$ cat src/ddrecc_consts.svh
`ifndef DDRECC_CONSTS_SVH
`define DDRECC_CONSTS_SVH
// Register byte addresses on the AXI4-Lite bus.
`define DDRECC_CFG_ADDR 8'h00
`define DDRECC_ERRMASK_ADDR 8'h04
`define DDRECC_INTEN_ADDR 8'h08
`define DDRECC_STATUS_ADDR 8'h0c
`define DDRECC_MASK_ADDR 8'h10
`define DDRECC_CMD_ADDR 8'h14
`define DDRECC_CAPT_ADDR 8'h18
// Field positions.
`define DDRECC_CFG_MEM_EN 31
`define DDRECC_CFG_ECC_EN 2
`define DDRECC_CFG_NARROW 3
`define DDRECC_CFG_EIGHT_BEAT 4
`define DDRECC_CFG_DRIVE_SEL 5
`define DDRECC_CFG_GEN_LSB 24
`define DDRECC_MULTIBIT_ERROR_DISABLE 28
`define DDRECC_MULTIBIT_INTERRUPT_ENABLE 28
`define DDRECC_ST_MBE 0
`define DDRECC_ST_SBE 1
`define DDRECC_ST_CMD 2
// Reset values.
`define DDRECC_CFG_RESET 32'h0000_0000
`define DDRECC_ERRMASK_RESET 32'h0000_0000
`define DDRECC_INTEN_RESET 32'h0000_0000
`define DDRECC_MASK_RESET 32'h0000_0000
// Memory generation codes.
`define DDRECC_GEN_DDR1 3'h2
`define DDRECC_GEN_DDR2 3'h3
// Command slot length on the address bus, in ns, and in cycles at 200 MHz.
`define DDRECC_CMD_NS 5
`define DDRECC_CLK_NS 5
`define DDRECC_CMD_CYC ((`DDRECC_CMD_NS + `DDRECC_CLK_NS - 1) / `DDRECC_CLK_NS)
`endif

$ cat src/ddrecc_pkg.sv
package ddrecc_pkg;
  typedef enum logic [1:0] {DDRECC_IDLE, DDRECC_DRIVE, DDRECC_HOLD} ddrecc_cmd_state_t;
  typedef enum logic [1:0] {DDRECC_RD_IDLE, DDRECC_RD_RESP} ddrecc_rd_state_t;
endpackage : ddrecc_pkg

$ cat src/ddrecc_top.sv
`include "ddrecc_consts.svh"
module ddrecc_top
  import ddrecc_pkg::*;
#(
  parameter int RANKS = 4,
  parameter int ADDR_W = 16
) (
  input wire logic aclk,
  input wire logic aresetn,
  input wire logic [7:0] s_axi_awaddr,
  input wire logic s_axi_awvalid,
  output logic s_axi_awready,
  input wire logic [31:0] s_axi_wdata,
  input wire logic [3:0] s_axi_wstrb,
  input wire logic s_axi_wvalid,
  output logic s_axi_wready,
  output logic [1:0] s_axi_bresp,
  output logic s_axi_bvalid,
  input wire logic s_axi_bready,
  input wire logic [7:0] s_axi_araddr,
  input wire logic s_axi_arvalid,
  output logic s_axi_arready,
  output logic [31:0] s_axi_rdata,
  output logic [1:0] s_axi_rresp,
  output logic s_axi_rvalid,
  input wire logic s_axi_rready,
  input wire logic ecc_multi_err,
  input wire logic ecc_single_err,
  input wire logic [31:0] ecc_err_addr,
  input wire logic core_read_fault_enable,
  output logic core_fault_req,
  output logic irq,
  output logic [ADDR_W-1:0] memory_address_lines_o,
  output logic memory_address_lines_oe_n,
  output logic [RANKS-1:0] rank_select_n,
  output logic [RANKS-1:0] rank_clock_enable,
  output logic [RANKS-1:0] rank_termination_enable
);
  ////////////////////////////////////////////////////////////////////////////
  logic [31:0] memory_controller_config_reg;
  logic [31:0] error_detect_mask_reg;
  logic [31:0] int_enable_reg;
  logic [2:0] status_reg;
  logic [2:0] mask_reg;
  logic [31:0] capt_reg;
  logic [31:0] cmd_reg;
  logic cmd_pulse_reg;
  logic core_fault_reg;
  logic irq_reg;
  logic aw_held_reg;
  logic w_held_reg;
  logic [7:0] aw_addr_reg;
  logic [31:0] w_data_reg;
  logic [3:0] w_strb_reg;
  logic bvalid_reg;
  logic [1:0] bresp_reg;
  logic rvalid_reg;
  logic [31:0] rdata_reg;
  logic [1:0] rresp_reg;
  logic wr_fire;
  logic rd_fire;
  logic rd_status;
  logic ecc_on;
  logic mbe_detect;
  logic mbe_report;
  logic sbe_report;
  logic cmd_busy;
  logic cmd_done;
  logic cmd_busy_d_reg;
  logic [31:0] wr_merged;
  logic [31:0] mask_merged;

  ////////////////////////////////////////////////////////////////////////////
  // AXI4-Lite write: address and data may arrive in either order.
  assign s_axi_awready = !aw_held_reg && !bvalid_reg;
  assign s_axi_wready = !w_held_reg && !bvalid_reg;
  assign wr_fire = aw_held_reg && w_held_reg && !bvalid_reg;

  always_ff @(posedge aclk) begin
    if (!aresetn) begin
      aw_held_reg <= 1'b0;
      aw_addr_reg <= 8'h00;
    end else if (s_axi_awvalid && s_axi_awready) begin
      aw_held_reg <= 1'b1;
      aw_addr_reg <= s_axi_awaddr;
    end else if (wr_fire) begin
      aw_held_reg <= 1'b0;
    end
  end

  always_ff @(posedge aclk) begin
    if (!aresetn) begin
      w_held_reg <= 1'b0;
      w_data_reg <= 32'h0000_0000;
      w_strb_reg <= 4'h0;
    end else if (s_axi_wvalid && s_axi_wready) begin
      w_held_reg <= 1'b1;
      w_data_reg <= s_axi_wdata;
      w_strb_reg <= s_axi_wstrb;
    end else if (wr_fire) begin
      w_held_reg <= 1'b0;
    end
  end

  always_ff @(posedge aclk) begin
    if (!aresetn) begin
      bvalid_reg <= 1'b0;
      bresp_reg <= 2'h0;
    end else if (wr_fire) begin
      bvalid_reg <= 1'b1;
      // Unmapped offsets answer with a slave error and change no register.
      case (aw_addr_reg)
        `DDRECC_CFG_ADDR, `DDRECC_ERRMASK_ADDR, `DDRECC_INTEN_ADDR,
        `DDRECC_STATUS_ADDR, `DDRECC_MASK_ADDR, `DDRECC_CMD_ADDR,
        `DDRECC_CAPT_ADDR: bresp_reg <= 2'h0;
        default: bresp_reg <= 2'h2;
      endcase
    end else if (s_axi_bready) begin
      bvalid_reg <= 1'b0;
    end
  end

  assign s_axi_bvalid = bvalid_reg;
  assign s_axi_bresp = bresp_reg;

  function automatic logic [31:0] merge(input logic [31:0] old, input logic [31:0] nw, input logic [3:0] st);
    logic [31:0] r;
    r = old;
    for (int i = 0; i < 4; i++) begin
      if (st[i]) begin
        r[i*8 +: 8] = nw[i*8 +: 8];
      end
    end
    return r;
  endfunction : merge

  assign wr_merged = merge(32'h0000_0000, w_data_reg, w_strb_reg);
  // Only three mask bits exist, so the upper part of the merged word is dropped on purpose.
  assign mask_merged = merge({29'h0, mask_reg}, w_data_reg, w_strb_reg);

  ////////////////////////////////////////////////////////////////////////////
  // Software-steered configuration.
  always_ff @(posedge aclk) begin
    if (!aresetn) begin
      memory_controller_config_reg <= `DDRECC_CFG_RESET;
      error_detect_mask_reg <= `DDRECC_ERRMASK_RESET;
      int_enable_reg <= `DDRECC_INTEN_RESET;
      mask_reg <= 3'(`DDRECC_MASK_RESET);
    end else if (wr_fire) begin
      case (aw_addr_reg)
        `DDRECC_CFG_ADDR: memory_controller_config_reg <=
            merge(memory_controller_config_reg, w_data_reg, w_strb_reg);
        `DDRECC_ERRMASK_ADDR: error_detect_mask_reg <= merge(error_detect_mask_reg, w_data_reg, w_strb_reg);
        `DDRECC_INTEN_ADDR: int_enable_reg <= merge(int_enable_reg, w_data_reg, w_strb_reg);
        `DDRECC_MASK_ADDR: mask_reg <= mask_merged[2:0];
        default: begin
        end
      endcase
    end
  end

  // A write to the command register schedules one slot on the address bus while the memory enable bit is set.
  // A write that arrives while a slot still runs is dropped, not queued, so
  // software must poll the busy bit before it issues the next command.
  always_ff @(posedge aclk) begin
    if (!aresetn) begin
      cmd_reg <= 32'h0000_0000;
      cmd_pulse_reg <= 1'b0;
    end else begin
      cmd_pulse_reg <= wr_fire && (aw_addr_reg == `DDRECC_CMD_ADDR) && !cmd_busy;
      if (wr_fire && (aw_addr_reg == `DDRECC_CMD_ADDR) && !cmd_busy) begin
        cmd_reg <= wr_merged;
      end
    end
  end

  ////////////////////////////////////////////////////////////////////////////
  // Error qualification. The error inputs are same-clock strobes from the
  // read data path, so they are used without synchronisers.
  assign ecc_on = memory_controller_config_reg[`DDRECC_CFG_ECC_EN];
  assign mbe_detect = ecc_multi_err && ecc_on && !error_detect_mask_reg[`DDRECC_MULTIBIT_ERROR_DISABLE];
  assign mbe_report = mbe_detect && int_enable_reg[`DDRECC_MULTIBIT_INTERRUPT_ENABLE];
  assign sbe_report = ecc_single_err && ecc_on;
  assign cmd_done = cmd_busy_d_reg && !cmd_busy;

  // The core fault pulse follows every detected uncorrectable error; the core
  // itself decides, via its read-fault enable, whether it becomes a machine check.
  // That enable is therefore not used here: gating the request in the controller
  // as well would hide errors from a core that records them without trapping.
  always_ff @(posedge aclk) begin
    if (!aresetn) begin
      core_fault_reg <= 1'b0;
      cmd_busy_d_reg <= 1'b0;
    end else begin
      core_fault_reg <= mbe_detect;
      cmd_busy_d_reg <= cmd_busy;
    end
  end

  assign core_fault_req = core_fault_reg;

  always_ff @(posedge aclk) begin
    if (!aresetn) begin
      capt_reg <= 32'h0000_0000;
    end else if (mbe_detect) begin
      capt_reg <= ecc_err_addr;
    end
  end

  ////////////////////////////////////////////////////////////////////////////
  // Sticky status, cleared by reading it; a new event in that cycle wins.
  // The read data hold the old value, so such an event is kept for the next
  // read instead of being lost between the capture and the clear.
  assign rd_fire = s_axi_arvalid && s_axi_arready;
  assign rd_status = rd_fire && (s_axi_araddr == `DDRECC_STATUS_ADDR);

  always_ff @(posedge aclk) begin
    if (!aresetn) begin
      status_reg <= 3'h0;
    end else begin
      status_reg[`DDRECC_ST_MBE] <= mbe_report || (status_reg[`DDRECC_ST_MBE] && !rd_status);
      status_reg[`DDRECC_ST_SBE] <= sbe_report || (status_reg[`DDRECC_ST_SBE] && !rd_status);
      status_reg[`DDRECC_ST_CMD] <= cmd_done || (status_reg[`DDRECC_ST_CMD] && !rd_status);
    end
  end

  always_ff @(posedge aclk) begin
    if (!aresetn) begin
      irq_reg <= 1'b0;
    end else begin
      irq_reg <= |(status_reg & mask_reg);
    end
  end

  assign irq = irq_reg;

  ////////////////////////////////////////////////////////////////////////////
  // AXI4-Lite read: one cycle after the address is taken.
  assign s_axi_arready = !rvalid_reg;

  always_ff @(posedge aclk) begin
    if (!aresetn) begin
      rvalid_reg <= 1'b0;
      rdata_reg <= 32'h0000_0000;
      rresp_reg <= 2'h0;
    end else if (rd_fire) begin
      rvalid_reg <= 1'b1;
      rresp_reg <= 2'h0;
      case (s_axi_araddr)
        `DDRECC_CFG_ADDR: rdata_reg <= memory_controller_config_reg;
        `DDRECC_ERRMASK_ADDR: rdata_reg <= error_detect_mask_reg;
        `DDRECC_INTEN_ADDR: rdata_reg <= int_enable_reg;
        `DDRECC_STATUS_ADDR: rdata_reg <= {29'h0, status_reg};
        `DDRECC_MASK_ADDR: rdata_reg <= {29'h0, mask_reg};
        `DDRECC_CMD_ADDR: rdata_reg <= {cmd_busy, cmd_reg[30:0]};
        `DDRECC_CAPT_ADDR: rdata_reg <= capt_reg;
        default: begin
          rdata_reg <= 32'h0000_0000;
          rresp_reg <= 2'h2;
        end
      endcase
    end else if (s_axi_rready) begin
      rvalid_reg <= 1'b0;
    end
  end

  assign s_axi_rvalid = rvalid_reg;
  assign s_axi_rdata = rdata_reg;
  assign s_axi_rresp = rresp_reg;

  ////////////////////////////////////////////////////////////////////////////
  // Command word: address in [15:0], rank in [17:16]. Clock enables follow the
  // memory enable bit; termination is asserted for the addressed rank only.
  ddrecc_cmd_drive #(
    .RANKS(RANKS),
    .ADDR_W(ADDR_W)
  ) u_cmd (
    .aclk(aclk),
    .aresetn(aresetn),
    .cmd_start(cmd_pulse_reg && memory_controller_config_reg[`DDRECC_CFG_MEM_EN]),
    .cmd_addr(cmd_reg[ADDR_W-1:0]),
    .cmd_rank(cmd_reg[16 +: $clog2(RANKS)]),
    .rank_on({RANKS{memory_controller_config_reg[`DDRECC_CFG_MEM_EN]}}),
    .rank_odt(~rank_select_n),
    .cmd_busy(cmd_busy),
    .memory_address_lines_o(memory_address_lines_o),
    .memory_address_lines_oe_n(memory_address_lines_oe_n),
    .rank_select_n(rank_select_n),
    .rank_clock_enable(rank_clock_enable),
    .rank_termination_enable(rank_termination_enable)
  );
endmodule : ddrecc_top

$ cat src/ddrecc_cmd_drive.sv
`include "ddrecc_consts.svh"
module ddrecc_cmd_drive
  import ddrecc_pkg::*;
#(
  parameter int RANKS = 4,
  parameter int ADDR_W = 16
) (
  input wire logic aclk,
  input wire logic aresetn,
  input wire logic cmd_start,
  input wire logic [ADDR_W-1:0] cmd_addr,
  input wire logic [$clog2(RANKS)-1:0] cmd_rank,
  input wire logic [RANKS-1:0] rank_on,
  input wire logic [RANKS-1:0] rank_odt,
  output logic cmd_busy,
  output logic [ADDR_W-1:0] memory_address_lines_o,
  output logic memory_address_lines_oe_n,
  output logic [RANKS-1:0] rank_select_n,
  output logic [RANKS-1:0] rank_clock_enable,
  output logic [RANKS-1:0] rank_termination_enable
);
  ddrecc_cmd_state_t state_reg;
  logic [7:0] cnt_reg;
  logic [ADDR_W-1:0] addr_reg;
  logic [$clog2(RANKS)-1:0] rank_reg;

  always_ff @(posedge aclk) begin
    if (!aresetn) begin
      state_reg <= DDRECC_IDLE;
      cnt_reg <= 8'h00;
      addr_reg <= '0;
      rank_reg <= '0;
    end else begin
      case (state_reg)
        DDRECC_IDLE: begin
          if (cmd_start) begin
            state_reg <= DDRECC_DRIVE;
            addr_reg <= cmd_addr;
            rank_reg <= cmd_rank;
            cnt_reg <= 8'((`DDRECC_CMD_CYC) - 1);
          end
        end
        DDRECC_DRIVE: begin
          if (cnt_reg == 8'h00) begin
            state_reg <= DDRECC_IDLE;
          end else begin
            cnt_reg <= cnt_reg - 8'h01;
          end
        end
        default: state_reg <= DDRECC_IDLE;
      endcase
    end
  end

  // Address lines float except during a scheduled command slot.
  assign memory_address_lines_o = addr_reg;
  assign memory_address_lines_oe_n = (state_reg != DDRECC_DRIVE);
  assign cmd_busy = (state_reg != DDRECC_IDLE);

  // Rank n's clock enable, chip select and termination share index n.
  genvar g;
  generate
    for (g = 0; g < RANKS; g++) begin : g_rank
      assign rank_select_n[g] = !((state_reg == DDRECC_DRIVE) && (rank_reg == g));
      assign rank_clock_enable[g] = rank_on[g];
      assign rank_termination_enable[g] = rank_odt[g];
    end
  endgenerate
endmodule : ddrecc_cmd_drive

$ cat config.mk
export PLATFORM = sky130hd
export DESIGN_NAME = ddrecc_top
export DESIGN_NICKNAME = d
export VERILOG_FILES = /design/src/ddrecc_pkg.sv /design/src/ddrecc_top.sv /design/src/ddrecc_cmd_drive.sv
export VERILOG_INCLUDE_DIRS = /design/src /design/src/src
export SDC_FILE = /design/constraint.sdc
export NUM_CORES = 1
export LEC_CHECK = 0
export ABC_AREA = 1
export BUFFER_PORTS_ARGS = -buffer_cell sky130_fd_sc_hd__clkbuf_2
export CAP_MARGIN = 25
export CORE_MARGIN = 4
export CORE_UTILIZATION = 45
export CTS_CLUSTER_SIZE = 16
export DETAILED_ROUTE_END_ITERATION = 10
export PLACE_DENSITY = 0.68
export SYNTH_ARGS = -nofsm -noshare
export SYNTH_HDL_FRONTEND = slang
export SYNTH_SLANG_ARGS = --single-unit
export TNS_END_PERCENT = 100
$ cat constraint.sdc
create_clock -name aclk -period 3.7 [get_ports aclk]
set_clock_uncertainty 0.2 [all_clocks]
set_input_delay 0.74 -clock aclk [delete_from_list [all_inputs] [get_ports aclk]]
set_output_delay 0.74 -clock aclk [all_outputs]
set_load 0.01 [all_outputs]
==> After elaboration in Yosys (flattened, before gate mapping) <==
Cells that the tools add are included.
{ "word_totals": {"regBits": 281, "output_inout_bits": 72, "input_bits": 94, "wordCells": 144} }
{ "classes": {"n_addsub": 1, "n_mux": 20, "reduce_logical": 67, "eq_ne": 20, "bitwise_logic": 2} }
{ "ops": {"columns": ["op", "n"], "rows": [
  ["$pmux 32 s7", 1],
  ["$eq 8x5->1 const B", 6],
  ["$reduce_and 3->1", 14],
  ["$mux 8", 5],
  ["$eq 8x4->1 const B", 4],
  ["$logic_not 8->1", 3],
  ["$logic_and 1x1->1", 23],
  ["$eq 8x3->1 const B", 2],
  ["$pmux 8 s2", 1],
  ["$reduce_or 7->1", 2],
  ["$reduce_bool 2->1", 6],
  ["$logic_not 1->1", 11],
  ["$mux 2", 4],
  ["$sub 8x1->8 const B", 1],
  ["$mux 1", 7],
  ["$mux 7", 1],
  ["$ne 2x1->1 const B", 3],
  ["$eq 2x1->1 const B", 2],
  ["$eq 2x2->1 const B", 2],
  ["$logic_not 2->1", 2],
  ["$not 4->4", 1],
  ["$pmux 2 s2", 1],
  ["$reduce_and 2->1", 2],
  ["$and 3x3->3", 1],
  ["3 further kinds", 5]
]} }

==> Depth between registers and ports, before layout <==
Gate-level depths: netlist (run 1).
{ "depth": {"depth_word": 6, "mapped_depth": 10, "mapped_depth_nobuf": 10} }

==> Hierarchy <==
From an unflattened synthesis (run 1), not the netlist that was laid out.
{ "hier_totals": {"cells_unflattened": 1569, "area_unflattened_um2": 11576.1} }
{ "by_module_without_submodules": {"columns": ["mod", "cells_each", "seq_area_each_um2", "instances", "area_per_inst_um2"], "rows": [
  ["ddrecc_top", 1402, 5024.8, 1, 10349.9],
  ["ddrecc_cmd_drive", 167, 540.5, 1, 1226.2]
]} }

==> Least setup slack after synthesis (run 1) <==
No wires, ideal clock.
{ "synth_path": {"kind": "input port to flip-flop", "startpoint": "in s_axi_araddr[5]", "endpoint": "reg status_reg[0]", "required_ns": 3.383, "cell_stages": 7, "n_path_buf": 2, "arrival_ns": 1.624, "setup_slack_ns": 1.759, "setup_ns": 0.117, "path_cell_list": "nor2_1 > nand2_1 > inv_2 > buf_6 > buf_4 > nand3_1 > a32o_1"} }
{ "synth_between": {"elab_chain_cells": 5} }
{ "synth_lines": {"columns": ["element", "line", "rtl"], "rows": [
  ["start: declaration", "ddrecc_top.sv:20", "input wire logic [7:0] s_axi_araddr,"],
  ["$eq 8x4->1", null, null],
  ["$logic_and 1x1->1", "ddrecc_top.sv:215", "assign rd_status = rd_fire && (s_axi_araddr == `DDRECC_STATUS_ADDR);"],
  ["$logic_not 1->1", "ddrecc_top.sv:221", "status_reg[`DDRECC_ST_MBE] <= mbe_report || (status_reg[`DDRECC_ST_MBE] && !rd_status);"],
  ["$logic_and 1x1->1", "ddrecc_top.sv:221", null],
  ["$logic_or 1x1->1", "ddrecc_top.sv:221", null],
  ["end signal: indexed assignment", "ddrecc_top.sv:221", null],
  ["end signal: indexed assignment", "ddrecc_top.sv:222", "status_reg[`DDRECC_ST_SBE] <= sbe_report || (status_reg[`DDRECC_ST_SBE] && !rd_status);"],
  ["end signal: indexed assignment", "ddrecc_top.sv:223", "status_reg[`DDRECC_ST_CMD] <= cmd_done || (status_reg[`DDRECC_ST_CMD] && !rd_status);"],
  ["end: declaration", "ddrecc_top.sv:43", "logic [2:0] status_reg;"]
]} }
No other way between the ends.
A chain may end at the register's enable or synchronous reset.

==> Worst setup path in the final report (run 1) <==
{ "layout_path": {"startpoint": "reg aw_addr_reg[6]", "endpoint": "reg cmd_reg[30]"} }
{ "layout_between": {"elab_chain_cells": 3} }
{ "layout_lines": {"columns": ["element", "line", "rtl"], "rows": [
  ["start: declaration", "ddrecc_top.sv:52", "logic [7:0] aw_addr_reg;"],
  ["start signal: assignment", "ddrecc_top.sv:85", "aw_addr_reg <= s_axi_awaddr;"],
  ["$eq 8x5->1", null, null],
  ["$logic_and 1x1->1 (2 in a row)", "ddrecc_top.sv:171", "if (wr_fire && (aw_addr_reg == `DDRECC_CMD_ADDR) && !cmd_busy) begin"],
  ["end signal: assignment", "ddrecc_top.sv:172", "cmd_reg <= wr_merged;"],
  ["end: declaration", "ddrecc_top.sv:46", "logic [31:0] cmd_reg;"]
]} }
No other way between the ends.

==> key figures, run 1 <==
Place
  • Port buffer count: 162
  • Final HPWL DP: 21.1 mm
  • Post-Place Setup Slack: 1.11 ns
  • DP Area: 12,300 sq um
  • Placer Congestion: 0.883

Worst setup path
  • Worst setup EP type: flip-flop
  • Reg2Reg Depth: 8
  • CP Class: flip-flop to flip-flop
  • Worst path arrival time: 2.76 ns
  • Critical Path RT: 3.99 ns
  • CP startpoint: aw_addr_reg[6]$_SDFFE_PN0P_
  • R2R Path Start: aw_addr_reg[6]$_SDFFE_PN0P_
  • Startpoint Class: flip-flop
  • CP max FO: 32

Status
  • Status: completed

Timing
  • Setup TNS: 0 ns
  • RSZ-0062 raised after global routing: no
  • Fin crit period: 2.47 ns
  • Worst slew pin tran: 0.944 ns
  • Final WS setup: 1.23 ns
  • Fin. max-slew vios: 0
  • Final hold vios: 0
  • Max frequency: 405 MHz
  • Ratio of final minimum period to clock period: 66.8%
  • Rel. slew slack: 36.9%
  • Final setup violation count: 0

Worst hold path
  • Hold path start: ecc_err_addr[21]
  • Hold/Removal Path Class: input port to flip-flop
  • Hold Path Depth: 3

Synthesis
  • Top FF cell, synth: dfxtp_1
  • Most common cell in the synthesized netlist: nor2_1
  • Synthesis Warnings: 0
  • Flops & latches, synth: 278
  • Ys async rst share: 0%
  • Synth cell types: 30
  • Synth area leaders: dfxtp_1, nor2_1, nand3_1
  • Cell taking the most area after synthesis: dfxtp_1
  • Post-synth top area share: 49.0%
  • Average instance area after synthesis: 7.26 sq um
  • Post-synth EDFFs: 0
  • Cell area after synthesis: 11,400 sq um
  • Commonest cells post-synth: nor2_1, dfxtp_1, nand3_1
  • Syn Inst Count: 1,565
  • Sequential area share after synthesis: 49.0%

Drt
  • First drt pass iteration count: 6
  • Wire per inst: 16.5 um
  • DRC viols: 0
  • Post-Route WL: 33.5 mm
  • Vias/cell: 5.31
  • 1st-iter DRT viols: 876
  • Via count: 10,800
  • DRT antenna net count: 0

Global route
  • First-pass GRT wire length: 53.2 mm
  • Global route overflow: 0
  • Initial antenna violation count: 0
  • Pin count of the biggest net entering global routing: 128
  • GRT Resource Usage Total: 23.0%
  • Vias in the first global route: 10,000

Floorplan
  • Core area: 24,600 sq um
  • Site row count: 57
  • Initial Util: 46.2%
  • Chip Height: 167 um
  • Die footprint: 27,900 sq um
  • Num ports: 166
  • Die width: 167 um

Clocking
  • H-tree levels: 1
  • CTS Hold Bufs: 0
  • Post-CTS setup buffer count: 0
  • Root Buffer: clkbuf_16
  • TritonCTS clock tree: done
  • Clk buf depth: 3
  • Clk slew on worst S/H paths: 0.06 ns
  • TritonCTS buffer count: 30
  • Post-CTS resize count: 0
  • Worst skew pair latency: 0.55 ns
  • Clock Sinks: 278

Final layout
  • P&R area growth vs syn: 17.4%
  • Filler cells: 2,455
  • Nets: 1,779
  • Layout cells sized above 1: 16.0%
  • Ant. Diodes: 0
  • Final instance area: 13,300 sq um

Power and ir drop
  • Worst VDD drop: 0.347 mV
  • Final total power: 6.56 mW
  • Static leakage: 5.72 nW
  • Cell Pwr Density: 492 nW/um^2

Flow run
  • Maxcap violations: 0
## stage by stage
step / hold WS [ns] / util, % / std cells
6_report: 0.216 / 54.2 / 2029
2_1_floorplan: 0.225 / - / 1566
3_5_place_dp: 0.251 / 50.1 / 1975
4_1_cts: 0.202 / 54.2 / 2029
5_1_grt: 0.212 / 54.2 / 2029
3_3_place_gp: 0.238 / 50.1 / 1975
## layout make-up
cell class / count / area, sq um / area share [%]
flip-flops and latches: 278 / 5570 / 41.7
inverters: 71 / 269 / 2.02
well taps: 324 / 405 / 3.04
clock buffers: 48 / 920 / 6.89
repair buffers: 183 / 1020 / 7.65
clock inverters: 6 / 105 / 0.788
multi-input cells: 1119 / 5060 / 37.9
## kinds of logic (layout without fill, tap and decap cells)
kind of cell	count (synthesis)	in the layout	share of synthesized area (%)
adder cells (fa/ha/maj)	2	2	0.220
flip-flops	278	278	49.0
AND/OR/NAND/NOR	804	804	30.2
AO/OA/AOI/OAI	309	309	13.8
other	1	2	0.0330
buffers and inverters	169	308	6.65
XOR/XNOR	2	2	0.154
## worst max-delay path, cell delays in order (launching register included)
cell,delay [ns]
dfxtp_1,0.31
nor2_1,0.09
nand2_1,0.12
nor2_1,0.18
nand4_2,0.09
buf_4,0.29
nor2_4,0.77
nand3_1,0.21
nand2_1,0.12
## power breakdown
| group | total [mW] | internal (mW) | switching, mW |
|---|---|---|---|
| clock | 3.08 | 1.89 | 1.19 |
| combinational | 0.358 | 0.113 | 0.245 |
| sequential | 3.12 | 3.05 | 0.0696 |
## final timing paths
| check | end | slack, ns |
|---|---|---|
| hold reg to reg | cmd_busy_d_reg$_SDFF_PN0_ | 0.25 |
| setup / recovery | cmd_reg[30]$_SDFFE_PN0P_ | 1.23 |
| setup reg to reg | cmd_reg[30]$_SDFFE_PN0P_ | 1.23 |
| hold / removal | capt_reg[21]$_SDFFE_PN0N_ | 0.22 |
## layout by cell type (no fill, tap or decap), types with 2 or more instances in the layout
cell type	synthesis	final
nor3_1	9	9
nor2_4	9	11
a21oi_1	68	68
clkbuf_1	50	9
conb_1	1	2
buf_4	14	18
clkbuf_2	0	161
ha_1	2	2
inv_1	53	53
nor2_2	5	4
nand2_2	11	11
clkbuf_16	0	31
nor2_1	371	370
dfxtp_1	278	278
nand3_1	225	225
o21ai_0	205	205
nand2_1	172	172
inv_2	16	16
bufinv_16	0	3
o21ai_1	29	29
a211oi_1	2	2
o22ai_1	2	2
buf_12	0	4
clkbuf_8	0	8
clkinv_2	2	5
## per-layer routing
layer	share of wire [%]	global-route usage, %	vias to the layer above
met5	0	0	-
met4	3.2	7.33	0
met3	6.4	2.99	72
met2	46	37.5	372
met1	45	31.9	4952
li1	-	-	5373
Note: power is estimated with default switching activity, not from simulation.
==> run 2: changes to the inputs <==
--- a/config.mk
+++ b/config.mk
@@ -6,7 +6,7 @@
 export SDC_FILE = /design/constraint.sdc
 export NUM_CORES = 1
 export LEC_CHECK = 0
-export ABC_AREA = 1
+export ABC_AREA = 0
 export BUFFER_PORTS_ARGS = -buffer_cell sky130_fd_sc_hd__clkbuf_2
 export CAP_MARGIN = 25
 export CORE_MARGIN = 4
==> constraint.sdc (replaced) <==
create_clock -name aclk -period 2.5 [get_ports aclk]
set_clock_uncertainty 0.2 [all_clocks]
set_input_delay 0.5 -clock aclk [delete_from_list [all_inputs] [get_ports aclk]]
set_output_delay 0.5 -clock aclk [all_outputs]
set_load 0.01 [all_outputs]
==> run 2 against run 1 <==
  * Flip-flop and latch count stayed put
  * Cell count decreased by 8.5%
  * Largest cell class unchanged
  * Largest power group unchanged
  * Clock power grew 39%
  * Global-route usage is 0.87 points lower
  * First-iteration DRC count shrank 28%
  * Synthesized area rose by 1.4%
  * Count of clock-buffer cells in the layout fell by 9
  * Via count decreased by 7.4%
  * Hold slack got worse by 0.19 ns
  * Sequential power increased by 45%
==> key figures, run 2 <==
Worst setup path
  • Max stage delay on crit path: 0.40 ns (-0.37 ns)
  • Cells along the critical path: inv_2, or3_1, inv_1, clkbuf_2
  • Reg2Reg Depth: 4 (-4)
  • CP max FO: 7 (-78%)
  • Worst setup EP type: primary output
  • Worst path bufs/invs: 3 (+2)
  • Critical Path RT: 1.80 ns (-2.19 ns)
  • Worst path slowest cell: dfxtp_2
  • R2R Path Start: aw_addr_reg[1]$_SDFFE_PN0P_
  • Worst path arrival time: 1.62 ns (-1.14 ns)
  • Worst path top cell family by delay: flip-flops
  • CP Class: flip-flop to primary output
  • Reg-to-reg endpoint: cmd_reg[28]$_SDFFE_PN0P_
  • FF-to-FF setup slack: 0.22 ns (-1.01 ns)
  • Startpoint Class: flip-flop

Drt
  • 1st-iter DRT viols: 627 (-28%)
  • DRC viols: 0 (unchanged)
  • First drt pass iteration count: 5 (-1)
  • Vias/cell: 5.37 (+1.2%)
  • Wire per inst: 17.4 um (+5.6%)
  • Post-Route WL: 32.3 mm (-3.4%)
  • Via count: 9,967 (-7.4%)
  • DRT antenna net count: 0 (unchanged)

Clocking
  • TritonCTS clock tree: done
  • H-tree levels: 1 (unchanged)
  • Clk buf depth: 3 (unchanged)
  • TritonCTS buffer count: 29 (-3.3%)
  • Post-CTS setup buffer count: 0 (unchanged)
  • Root Buffer: clkbuf_16
  • Clk slew on worst S/H paths: 0.06 ns (about the same)
  • Worst skew pair latency: 0.53 ns (-0.02 ns)
  • Clock Sinks: 278 (unchanged)

Floorplan
  • Initial Util: 45.7% (-0.44 points)
  • Die width: 168 um (+0.65%)
  • Site row count: 58 (+1.8%)
  • Die footprint: 28,200 sq um (+1.3%)
  • Chip Height: 168 um (+0.65%)
  • Num ports: 166 (unchanged)
  • Core area: 25,200 sq um (+2.3%)

Timing
  • Rel. slew slack: 53.0% (+16 points)
  • Setup TNS: 0 ns (unchanged)
  • Max frequency: 430 MHz
  • Worst slew pin tran: 0.702 ns (-0.242 ns)
  • Ratio of final minimum period to clock period: 93.0%
  • RSZ-0062 raised after global routing: no
  • Fin. max-slew vios: 0 (unchanged)
  • Final setup violation count: 0 (unchanged)
  • Final hold vios: 0 (unchanged)
  • Fin crit period: 2.32 ns

Synthesis
  • Synthesis Warnings: 0 (unchanged)
  • Most common cell in the synthesized netlist: nand2_1
  • Synth cell types: 60 (+100%)
  • Cell taking the most area after synthesis: dfxtp_1
  • Post-synth EDFFs: 0 (unchanged)
  • Top FF cell, synth: dfxtp_1
  • Synth area leaders: dfxtp_1, nand2_1, mux2i_1
  • Sequential area share after synthesis: 48.3% (-0.66 points)
  • Average instance area after synthesis: 8.89 sq um (+22%)
  • Commonest cells post-synth: nand2_1, dfxtp_1, mux2i_1
  • Syn Inst Count: 1,296 (-17%)
  • Ys async rst share: 0% (unchanged)
  • Flops & latches, synth: 278 (unchanged)
  • Cell area after synthesis: 11,500 sq um (+1.4%)
  • Post-synth top area share: 48.3% (-0.66 points)

Global route
  • First-pass GRT wire length: 51.6 mm (-3.1%)
  • Pin count of the biggest net entering global routing: 80 (-38%)
  • Vias in the first global route: 9,759 (-2.7%)
  • Global route overflow: 0 (unchanged)
  • Initial antenna violation count: 0 (unchanged)
  • GRT Resource Usage Total: 22.2% (-0.87 points)

Power and ir drop
  • Cell Pwr Density: 652 nW/um^2 (+33%)
  • Worst VDD drop: 0.529 mV (+53%)
  • Clk pwr share: 45.4% (-1.6 points)
  • Static leakage: 6.02 nW (+5.2%)
  • Sw Share: 23.1% (+0.15 points)
  • Internal power: 7.24 mW (+43%)
  • Combinational fraction of design power: 6.4% (+0.9 points)
  • Psw: 2.17 mW (+44%)
  • Seq pwr share: 48.2% (+0.7 points)

Final layout
  • Layout cells sized above 1: 21.4% (+5.4 points)
  • Ant. Diodes: 0 (unchanged)
  • P&R area growth vs syn: 25.3%
  • Nets: 1,600 (-10%)
  • Final instance area: 14,400 sq um (+8.1%)
  • Most common cell after layout, fill and taps aside: nand2_1
  • Commonest cells after routing, fill and taps aside: nand2_1, dfxtp_1, clkbuf_2

Place
  • Port buffer count: 162 (unchanged)
  • Placer Congestion: 0.859 (-2.7%)
  • Final HPWL DP: 21.7 mm (+2.8%)
  • DP Area: 12,800 sq um (+3.9%)

Worst hold path
  • Worst Hold End: w_strb_reg[1]$_SDFFE_PN0P_
  • Hold/Removal Path Class: input port to flip-flop
  • Hold path start: s_axi_wstrb[1]
  • Hold Path Depth: 3 (unchanged)

Flow run
  • Maxcap violations: 0 (unchanged)

Status
  • Status: completed
-- run 2: cell count changes in the layout (fill, tap and decap cells not counted), moves of 28 or more --
cell | previous run | this run
nor2_1 | 370 | 17
nand2_1 | 172 | 363
nand3_1 | 225 | 37
o21ai_0 | 205 | 32
mux2i_1 | 0 | 106
dlygate4sd3_1 | 0 | 67
a22o_1 | 0 | 61
inv_1 | 53 | 10
a211oi_1 | 2 | 35
a21oi_1 | 68 | 99
or3b_2 | 0 | 31
a221oi_1 | 0 | 29
o21ai_1 | 29 | 1
-- run 2: per-layer routing --
layer | GRT usage (%) | vias to the layer above | wire, um
li1 | - | 4940 | -
met1 | 30.2 | 4674 | 14600
met2 | 36.6 | 284 | 15000
met3 | 3.15 | 69 | 1770
met4 | 7.13 | 0 | 1020
met5 | 0 | - | 0
-- run 2: how the worst max path moves through the flow --
stage / end / slack (ns) / cells past startpoint / startpoint
after floorplan: s_axi_rdata[10]$_SDFFE_PN0P_ / 0.30 / 7 / s_axi_araddr[2]
after global placement: s_axi_rdata[11]$_SDFFE_PN0P_ / 0.21 / 6 / s_axi_araddr[5]
after detailed placement: s_axi_rdata[12]$_SDFFE_PN0P_ / 0.16 / 6 / s_axi_araddr[5]
after CTS: rank_termination_enable[0] / 0.04 / 4 / u_cmd.state_reg[0]$_SDFFE_PN0P_
after global routing: rank_termination_enable[0] / 0.10 / 4 / u_cmd.state_reg[0]$_SDFFE_PN0P_
final: rank_termination_enable[0] / 0.18 / 4 / u_cmd.state_reg[0]$_SDFFE_PN0P_
-- run 2: area by class of cell --
class	count	area (sq um)
Timing Repair Buffer	275	1940
Clock buffer	39	823
Fill cell	2262	10800
Tap cell	330	413
Inverter	12	46.3
Clock inverter	14	136
Sequential cell	278	5570
Multi-Input combinational cell	908	5500
-- run 2: cells by family after synthesis --
group	share of synthesized area, %
simple gates	21.5
fa+ha+maj	0.217
mux	9.60
buf+inv	4.21
flops	48.3
other cells	0.0326
compound gates	16.2
-- run 2: power by group through the flow --
stage / Clock, mW / Combinational [mW] / Sequential, mW
floorplan: 0 / 0.301 / 4.62
global placement: 0 / 0.517 / 4.63
detailed placement: 0 / 0.523 / 4.63
CTS: 4.35 / 0.606 / 4.53
global route: 4.54 / 0.661 / 4.54
finish: 4.27 / 0.607 / 4.53
-- run 2: through the flow --
step           power [mW]  hold WS (ns)  worst slack [ns]  util [%]  instances
2_1_floorplan        4.92         0.233             0.299         -       1297
3_3_place_gp         5.15         0.240             0.214      50.8       1736
3_5_place_dp         5.15         0.242             0.164      50.8       1736
4_1_cts              9.49       0.00398            0.0444      57.3       1856
5_1_grt              9.74       0.00972             0.102      57.3       1856
6_report             9.41        0.0258             0.176      57.3       1856
-- run 2: what timing repair did --
item,in CTS,in global routing
endpoints found under the setup margin,1,1
hold buffers,67,0
pin swaps,0,0
gates resized for setup,1,1
endpoints found under the hold margin,67,0
-- run 2: worst min-delay path, delay by kind of cell --
family                 cells  cell delay, ns
AO/OA/AOI/OAI              1            0.06
buffers and inverters      1            0.08
AND/OR/NAND/NOR            1            0.06
